`src/rtl/ttp_defines.svh`:
```
// ttp_defines.svh: bit positions, reset values and divider ratios for the timer trio
// assumes: included by bare name from rtl files
`ifndef TTP_DEFINES_SVH
`define TTP_DEFINES_SVH
`define TTP_MODE_RESET      8'h00
`define TTP_CNT_RESET       8'hFF
`define TTP_BIT_OUT_SRC     0
`define TTP_BIT_HALT        1
`define TTP_BIT_T1_PRE      2
`define TTP_BIT_T2_SRC      3
`define TTP_BIT_T3_SRC      4
`define TTP_BIT_POL         5
`define TTP_BIT_OUT_EN      6
`define TTP_BIT_LATCH_ONLY  7
`define TTP_SYS_DIV         8
`define TTP_SUB_DIV         2
`endif

```
`src/rtl/ttp_pkg.sv`:
```
// ttp_pkg.sv: shared types for the timer trio
// assumes: nothing beyond the defines header
package ttp_pkg;
  typedef logic [7:0] ttp_byte_t;
endpackage

```
`src/rtl/ttp_down_timer.sv`:
```
// ttp_down_timer.sv: one 8-bit down counter with reload latch
// assumes: write strobes are one-cycle pulses on clk; tick is a per-cycle enable that timer 2 holds high on the system clock
`timescale 1ns/100ps
`default_nettype none
`include "ttp_defines.svh"
module ttp_down_timer
  import ttp_pkg::*;
(
  input  wire logic      clk,
  input  wire logic      rst_n,
  input  wire logic      tick,
  input  wire logic      wr_en,
  input  wire logic      wr_latch_only,
  input  wire ttp_byte_t wr_data,
  output ttp_byte_t      count_ff,
  output ttp_byte_t      latch_ff,
  output logic           uflow_ff
);
  wire logic uflow_now;
  assign uflow_now = tick && (count_ff == 8'h00);

  // latch only changes on writes, never on a source change
  always_ff @(posedge clk)
  begin
    if (!rst_n)
      latch_ff <= `TTP_CNT_RESET;
    else if (wr_en)
      latch_ff <= wr_data;
  end

  // a write wins over a concurrent tick so software reloads are exact
  always_ff @(posedge clk)
  begin
    if (!rst_n)
      count_ff <= `TTP_CNT_RESET;
    else if (wr_en && !wr_latch_only)
      count_ff <= wr_data;
    else if (uflow_now)
      count_ff <= latch_ff;
    else if (tick)
      count_ff <= count_ff - 8'h01;
  end

  always_ff @(posedge clk)
  begin
    if (!rst_n)
      uflow_ff <= 1'b0;
    else
      uflow_ff <= uflow_now;
  end

  property p_reload;
    @(posedge clk) disable iff (!rst_n)
      (uflow_now && !wr_en) |=> (count_ff == $past(latch_ff)) && uflow_ff;
  endproperty
  a_reload: assert property (p_reload) else $error("no reload on underflow");
endmodule // ttp_down_timer
`default_nettype wire

```
`src/rtl/ttp_timer_trio.sv`:
```
// ttp_timer_trio.sv: three chained 8-bit timers with shared pulse output
// assumes: sub_clock_input is asynchronous and slower than clk/4; writes are 1-cycle strobes
// Operation
// - each underflow sets its request flag, reloads from latch, keeps counting
// - timer 1 counts system clock /8 or sub-clock /2
// - timer 1 pulse mode when output enable 1 and source select 0
// - timer 1 underflow in pulse mode toggles pin and sets its flag
// - toggling each underflow gives a 50 percent duty square wave
// - polarity 0 starts output high, 1 starts it low
// - timers 2 and 3 are 8-bit counters with 8-bit latches
// - latch-only bit 1 makes timer 2 writes update latch only
// - latch-only bit 0 makes timer 2 writes load counter and latch
// - source change keeps latch; software rewrites timer afterwards
// - timer 2 counts timer 1 underflows or undivided system clock
// - enable and source select both 1 make timer 2 toggle pin
// - timer 3 counts timer 1 underflows or system clock /8
// - timer 3 writes always load counter and latch
// - timer 1 is 8-bit counter with latch and pulse output
// - output enable drives waveform onto pin, 0 disconnects it
// - reset clears latch-only bit so writes load both
`timescale 1ns/100ps
`default_nettype none
`include "ttp_defines.svh"
module ttp_timer_trio
  import ttp_pkg::*;
(
  input  wire logic      clk,
  input  wire logic      rst_n,
  input  wire logic      sub_clock_input,
  input  wire logic      mode_wr,
  input  wire ttp_byte_t mode_wdata,
  input  wire logic      t1_wr,
  input  wire logic      t2_wr,
  input  wire logic      t3_wr,
  input  wire ttp_byte_t timer_wdata,
  input  wire logic      irq_clr_t1,
  input  wire logic      irq_clr_t2,
  input  wire logic      irq_clr_t3,
  output ttp_byte_t      timer_trio_mode_reg,
  output ttp_byte_t      t1_count,
  output ttp_byte_t      t2_count,
  output ttp_byte_t      t3_count,
  output logic           irq_t1_ff,
  output logic           irq_t2_ff,
  output logic           irq_t3_ff,
  output logic           pulse_output_pin,
  output logic           pulse_output_oe
);
  ttp_byte_t mode_ff;
  ttp_byte_t t2_latch, t3_latch;
  logic      t1_uf, t2_uf, t3_uf;
  logic      sub_s1_ff, sub_s2_ff, sub_s3_ff, sub_half_ff;
  logic [2:0] div8_ff;
  logic      div8_tick_ff, sub2_tick_ff;
  logic      wave_ff, oe_ff;

  wire logic output_source_select        = mode_ff[`TTP_BIT_OUT_SRC];
  wire logic timer_halt_bit              = mode_ff[`TTP_BIT_HALT];
  wire logic first_timer_prescale_select = mode_ff[`TTP_BIT_T1_PRE];
  wire logic second_timer_source_select  = mode_ff[`TTP_BIT_T2_SRC];
  wire logic third_timer_source_select   = mode_ff[`TTP_BIT_T3_SRC];
  wire logic output_polarity_bit         = mode_ff[`TTP_BIT_POL];
  wire logic output_enable_bit           = mode_ff[`TTP_BIT_OUT_EN];
  wire logic latch_only_write_bit        = mode_ff[`TTP_BIT_LATCH_ONLY];

  always_ff @(posedge clk)
  begin
    if (!rst_n)
      mode_ff <= `TTP_MODE_RESET;
    else if (mode_wr)
      mode_ff <= mode_wdata;
  end
  assign timer_trio_mode_reg = mode_ff;

  // system clock /8 enable
  always_ff @(posedge clk)
  begin
    if (!rst_n)
    begin
      div8_ff      <= 3'h0;
      div8_tick_ff <= 1'b0;
    end
    else
    begin
      div8_ff      <= div8_ff + 3'h1;
      div8_tick_ff <= (div8_ff == 3'(`TTP_SYS_DIV - 1));
    end
  end

  // sub-clock synchronised, rising edges halved: one tick per 2 sub-clock periods
  always_ff @(posedge clk)
  begin
    if (!rst_n)
    begin
      sub_s1_ff    <= 1'b0;
      sub_s2_ff    <= 1'b0;
      sub_s3_ff    <= 1'b0;
      sub_half_ff  <= 1'b0;
      sub2_tick_ff <= 1'b0;
    end
    else
    begin
      sub_s1_ff    <= sub_clock_input;
      sub_s2_ff    <= sub_s1_ff;
      sub_s3_ff    <= sub_s2_ff;
      sub2_tick_ff <= 1'b0;
      if (sub_s2_ff && !sub_s3_ff)
      begin
        sub_half_ff  <= ~sub_half_ff;
        sub2_tick_ff <= sub_half_ff;
      end
    end
  end

  wire logic t1_tick = !timer_halt_bit &&
                       (first_timer_prescale_select ? sub2_tick_ff : div8_tick_ff);
  wire logic t2_tick = second_timer_source_select ? 1'b1 : t1_uf;
  wire logic t3_tick = third_timer_source_select ? div8_tick_ff : t1_uf;

  ttp_down_timer u_t1 (
    .clk(clk), .rst_n(rst_n), .tick(t1_tick), .wr_en(t1_wr),
    .wr_latch_only(latch_only_write_bit), .wr_data(timer_wdata),
    .count_ff(t1_count), .latch_ff(), .uflow_ff(t1_uf));
  ttp_down_timer u_t2 (
    .clk(clk), .rst_n(rst_n), .tick(t2_tick), .wr_en(t2_wr),
    .wr_latch_only(latch_only_write_bit), .wr_data(timer_wdata),
    .count_ff(t2_count), .latch_ff(t2_latch), .uflow_ff(t2_uf));
  ttp_down_timer u_t3 (
    .clk(clk), .rst_n(rst_n), .tick(t3_tick), .wr_en(t3_wr),
    .wr_latch_only(1'b0), .wr_data(timer_wdata),
    .count_ff(t3_count), .latch_ff(t3_latch), .uflow_ff(t3_uf));

  // sticky request flags; a set in the clear cycle wins
  always_ff @(posedge clk)
  begin
    if (!rst_n)
    begin
      irq_t1_ff <= 1'b0;
      irq_t2_ff <= 1'b0;
      irq_t3_ff <= 1'b0;
    end
    else
    begin
      irq_t1_ff <= t1_uf | (irq_t1_ff & ~irq_clr_t1);
      irq_t2_ff <= t2_uf | (irq_t2_ff & ~irq_clr_t2);
      irq_t3_ff <= t3_uf | (irq_t3_ff & ~irq_clr_t3);
    end
  end

  wire logic sel_uf = output_source_select ? t2_uf : t1_uf;
  wire logic start_level = ~output_polarity_bit;

  // while disabled the wave is held at its start level, so enabling starts clean;
  // the enabling write takes its polarity from the incoming byte, else it lags a cycle
  always_ff @(posedge clk)
  begin
    if (!rst_n)
      wave_ff <= 1'b1;
    else if (mode_wr && !output_enable_bit)
      wave_ff <= ~mode_wdata[`TTP_BIT_POL];
    else if (!output_enable_bit)
      wave_ff <= start_level;
    else if (sel_uf)
      wave_ff <= ~wave_ff;
  end

  always_ff @(posedge clk)
  begin
    if (!rst_n)
      oe_ff <= 1'b0;
    else
      oe_ff <= output_enable_bit;
  end
  assign pulse_output_pin = wave_ff;
  assign pulse_output_oe  = oe_ff;

  property p_toggle;
    @(posedge clk) disable iff (!rst_n)
      (output_enable_bit && $past(output_enable_bit) && !mode_wr && sel_uf)
        |=> (wave_ff != $past(wave_ff));
  endproperty
  a_toggle: assert property (p_toggle) else $error("pin did not toggle");

  property p_hold;
    @(posedge clk) disable iff (!rst_n)
      (output_enable_bit && !sel_uf && !mode_wr) |=> $stable(wave_ff);
  endproperty
  a_hold: assert property (p_hold) else $error("pin moved without underflow");

  property p_start;
    @(posedge clk) disable iff (!rst_n)
      (!output_enable_bit && !mode_wr) |=> (wave_ff == ~output_polarity_bit);
  endproperty
  a_start: assert property (p_start) else $error("bad start level");

  property p_enable_start;
    @(posedge clk) disable iff (!rst_n)
      (mode_wr && !output_enable_bit && mode_wdata[`TTP_BIT_OUT_EN])
        |=> (wave_ff == ~$past(mode_wdata[`TTP_BIT_POL]));
  endproperty
  a_enable_start: assert property (p_enable_start) else $error("bad level at enable");

  property p_halt;
    @(posedge clk) disable iff (!rst_n)
      (timer_halt_bit && !t1_wr && !mode_wr) |=> $stable(t1_count);
  endproperty
  a_halt: assert property (p_halt) else $error("timer 1 ran while halted");

  property p_t2_free;
    @(posedge clk) disable iff (!rst_n)
      (second_timer_source_select && !t2_wr && t2_count != 8'h00)
        |=> (t2_count == $past(t2_count) - 8'h01);
  endproperty
  a_t2_free: assert property (p_t2_free) else $error("timer 2 not on clock");

  property p_t3_write;
    @(posedge clk) disable iff (!rst_n)
      t3_wr |=> (t3_count == $past(timer_wdata)) && (t3_latch == $past(timer_wdata));
  endproperty
  a_t3_write: assert property (p_t3_write) else $error("timer 3 write lost");

  property p_t2_latch_only;
    @(posedge clk) disable iff (!rst_n)
      (t2_wr && latch_only_write_bit && !t2_tick) |=> $stable(t2_count);
  endproperty
  a_t2_latch_only: assert property (p_t2_latch_only) else $error("counter written");

  property p_t2_latch_write;
    @(posedge clk) disable iff (!rst_n)
      t2_wr |=> (t2_latch == $past(timer_wdata));
  endproperty
  a_t2_latch_write: assert property (p_t2_latch_write) else $error("t2 latch lost");

  property p_irq_set;
    @(posedge clk) disable iff (!rst_n)
      t3_uf |=> irq_t3_ff;
  endproperty
  a_irq_set: assert property (p_irq_set) else $error("timer 3 flag not set");
endmodule // ttp_timer_trio
`default_nettype wire

```
`config.mk`:
```
export PLATFORM = sky130hd
export DESIGN_NAME = ttp_timer_trio
export DESIGN_NICKNAME = d
export VERILOG_FILES = /design/src/rtl/ttp_pkg.sv /design/src/rtl/ttp_down_timer.sv /design/src/rtl/ttp_timer_trio.sv
export VERILOG_INCLUDE_DIRS = /design/src /design/src/rtl
export SDC_FILE = /design/constraint.sdc
export NUM_CORES = 1
export LEC_CHECK = 0
export BUFFER_PORTS_ARGS = -buffer_cell sky130_fd_sc_hd__clkbuf_2
export CORE_UTILIZATION = 50
export DETAILED_ROUTE_END_ITERATION = 12
export PLACE_DENSITY = 0.73
export SKIP_LAST_GASP = 1
export SLEW_MARGIN = 20
export SYNTH_ARGS = -nofsm -noshare
export SYNTH_HDL_FRONTEND = slang
export SYNTH_HIERARCHICAL = 1
export SYNTH_SLANG_ARGS = --single-unit
export TNS_END_PERCENT = 30
```
`constraint.sdc`:
```
create_clock -name clk -period 5 [get_ports clk]
set_clock_uncertainty 0.15 [all_clocks]
set_input_delay 1 -clock clk [delete_from_list [all_inputs] [get_ports clk]]
set_output_delay 1 -clock clk [all_outputs]
set_load 0.005 [all_outputs]
```
==> summary.txt <==
Design Area, Final -> 4050 µm²
share of the clock period used by the worst path -> 0.507
fin cells -> 561
CP endpoint kind -> register
Crit path top cell by count -> nor2_1
vias in the first global route -> 2,704
Final #Nets -> 494
Worst-Margin Slew -> 0.660 ns
Critical Path Max Stage Delay -> 0.50 ns
Clock Pin Slew Worst Setup and Hold Paths -> 0.07 ns
area post-placement -> 3880 µm²
hold_sp -> div8_ff[0]$_SDFF_PN0_
initial antenna violation count -> 0
Overflow after GRT -> 0
final WL -> 8300 µm
largest area contributor in the netlist -> dfxtp_1
top cells by area, synth -> dfxtp_1 (41%), mux2i_1 (8.8%), o21ai_0 (6.8%), nand2_1 (4.1%), nor2_1 (3.9%)
post-DP HPWL -> 5840 µm
post-synthesis mux area share -> 0.0910
Pleak -> 1.80 nW
Final Power -> 1.19 mW
cells on worst reg2reg path -> 6
r2r endpoint -> u_t1/count_ff[3]$_SDFFE_PN1P_
count of flip-flops with a built-in enable after synthesis -> 0
PwrDens -> 293 nW/µm²
Die W -> 86.1 µm
crit path cell chain -> mux2i_1 > nor2_1 > or4bb_1 > nor2_1 > nor2_1 > o311ai_0
Setup Fix Bufs, Post-CTS -> 0
Synth Area in Simple Gates -> 0.197
fin util -> 0.596
Antenna Cells -> 0
largest net degree at the start of global routing -> 40
die area -> 7400 µm²
largest family of logic cells by synthesized area -> simple AND/OR/NAND/NOR gates
DRC Markers -> 0
slowest stage cell, crit path -> or4bb_1
min Tclk post-route -> 2.54 ns
DRT Pass-1 Iters -> 5
worst reg2reg startpoint -> timer_trio_mode_reg[2]$_SDFFE_PN0P_
Compound-Gate Fraction of Synth Area -> 0.191
GP Congestion -> 0.866
yosys warns -> 6
ys async rst share -> 0
Final ANT Viol Nets -> 0
DR iter-0 viols -> 157
peak supply drop -> 0.158 mV
# fillers -> 638
share of cells above drive strength 1 -> 0.194
Critical Path Source Type -> register
sequential share of the synthesized area -> 0.414
Worst slew margin -> 0.560
Sum Neg Setup Slack -> 0 ns
Yosys reg bits -> 73
r2r setup slk -> 2.46 ns
Fmax -> 394 MHz
outcome -> completed
Synth Area in Adders -> 0.0283
first-pass GRT wire length -> 13,100 µm
PortBufs -> 62
CTS root buf -> clkbuf_8
cell family with the largest share of critical-path delay -> simple AND/OR/NAND/NOR gates
DP Cell Count -> 545
CP Buf/Inv Count -> 0
Post-CTS Resized -> 0
Area Overhead vs Synth -> 14.7%
core area -> 6790 µm²
Crit path arrival time -> 2.61 ns
I/O pin count -> 63
share of the synthesized area in the top cell type -> 0.414
clock net sink count -> 73
cell count of the worst hold path -> 1
Initial Utilization -> 0.520
post-synthesis xor/xnor area fraction -> 0.0273
Main synth FF type -> dfxtp_1
min-delay worst type -> register to register
Distinct cells, synth -> 40
Routed wire per std cell -> 14.8 µm
H-tree levels -> 3
die height -> 86.1 µm
Setup violations, final -> 0
clock insertion delay at the later pin of the skew report -> 0.34 ns
TritonCTS Buffers -> 9
unrepaired setup endpoints after global routing -> false
final hold vios -> 0
CP required -> 5.08 ns
GRT Util Overall -> 0.231
Final Max Slew Viols -> 0
vias -> 3,035
Worst Hold Endpoint -> div8_ff[0]$_SDFF_PN0_
via-per-instance ratio -> 5.41
CTS max path bufs -> 2
crit path max fanout -> 11
Rows -> 30
Crit Path Category -> register to register
CTS tree -> yes
synthesized cell area -> 3530 µm²
cts hold-fix bufs -> 0
synthesized instance count -> 406
Max-Cap Viols -> 0
Mean Syn Cell Area -> 8.70 µm²
[cell usage after synthesis (5+ instances only)]
cell type  instances
and2_1            11
clkbuf_1          12
inv_1             22
xnor2_1            7
mux2i_1           31
a21boi_0           6
o211ai_1           6
ha_1               8
nand2_1           39
nor2_1            37
o21ai_0           48
nand2b_1           7
dfxtp_1           73
nor3_1             6
nor2b_1           11
a21oi_1            6
buf_2              5
o311ai_0          15
[through the flow]
step | hold WS, ns | setup slack, ns
2_1_floorplan | 0.248 | 2.65
3_3_place_gp | 0.266 | 2.48
3_5_place_dp | 0.271 | 2.43
4_1_cts | 0.282 | 2.47
5_1_grt | 0.298 | 2.27
6_report | 0.279 | 2.46
[layout by cell type (no fill, tap or decap), types with 4 or more instances in the layout]
| cell | netlist | layout |
|---|---|---|
| dfxtp_1 | 73 | 73 |
| clkbuf_2 | 3 | 62 |
| o21ai_0 | 48 | 48 |
| nand2_1 | 39 | 39 |
| nor2_1 | 37 | 37 |
| mux2i_1 | 31 | 31 |
| inv_1 | 22 | 22 |
| o311ai_0 | 15 | 15 |
| nor2b_1 | 11 | 11 |
| and2_1 | 11 | 11 |
| clkbuf_8 | 0 | 10 |
| ha_1 | 8 | 8 |
| nand2b_1 | 7 | 7 |
| xnor2_1 | 7 | 7 |
| a21boi_0 | 6 | 6 |
| o211ai_1 | 6 | 6 |
| nor3_1 | 6 | 6 |
| a21oi_1 | 6 | 6 |
| or2_2 | 4 | 4 |
| xor2_1 | 4 | 4 |
[how the worst max path moves through the flow]
stage,from,endpoint,slack (ns),depth (start not counted)
after floorplan,t1_wr,u_t1/count_ff[1]$_SDFFE_PN1P_,2.65,5
after global placement,rst_n,pulse_output_pin$_SDFFE_PN1P_,2.48,4
after detailed placement,rst_n,pulse_output_pin$_SDFFE_PN1P_,2.43,4
after CTS,timer_trio_mode_reg[2]$_SDFFE_PN0P_,u_t1/count_ff[3]$_SDFFE_PN1P_,2.47,6
after global routing,timer_trio_mode_reg[2]$_SDFFE_PN0P_,u_t1/count_ff[3]$_SDFFE_PN1P_,2.27,6
final,timer_trio_mode_reg[2]$_SDFFE_PN0P_,u_t1/count_ff[3]$_SDFFE_PN1P_,2.46,6
[layer usage]
| metal | vias up | GRT usage | part of all wire |
|---|---|---|---|
| li1 | 1521 | - | - |
| met2 | 116 | 0.365 | 0.47 |
| met1 | 1384 | 0.303 | 0.45 |
| met4 | 0 | 0.0924 | 0.020 |
| met3 | 14 | 0.0558 | 0.065 |
| met5 | - | 0 | 0 |
[cells by family after synthesis]
family	count (synthesis)
adder cells (fa/ha/maj)	8
XOR/XNOR	11
flip-flops	73
AO/OA/AOI/OAI	100
buffers and inverters	43
AND/OR/NAND/NOR	138
multiplexers	32
other	1
[area by class of cell]
cell class / instances / area [µm²] / area share
Clock buffer: 12 / 145 / 0.0358
Clock inverter: 4 / 28.8 / 0.00710
Inverter: 22 / 82.6 / 0.0204
Multi-Input combinational cell: 291 / 1900 / 0.468
Sequential cell: 73 / 1460 / 0.361
Tap cell: 96 / 120 / 0.0296
Timing Repair Buffer: 63 / 318 / 0.0784
[power breakdown]
group | total (mW) | leakage, nW | internal [mW] | switching (mW)
clock network | 0.404 | 0.0826 | 0.194 | 0.210
logic | 0.140 | 1.12 | 0.0647 | 0.0755
registers | 0.642 | 0.602 | 0.614 | 0.0282
Power figures use the tool's default switching activity.
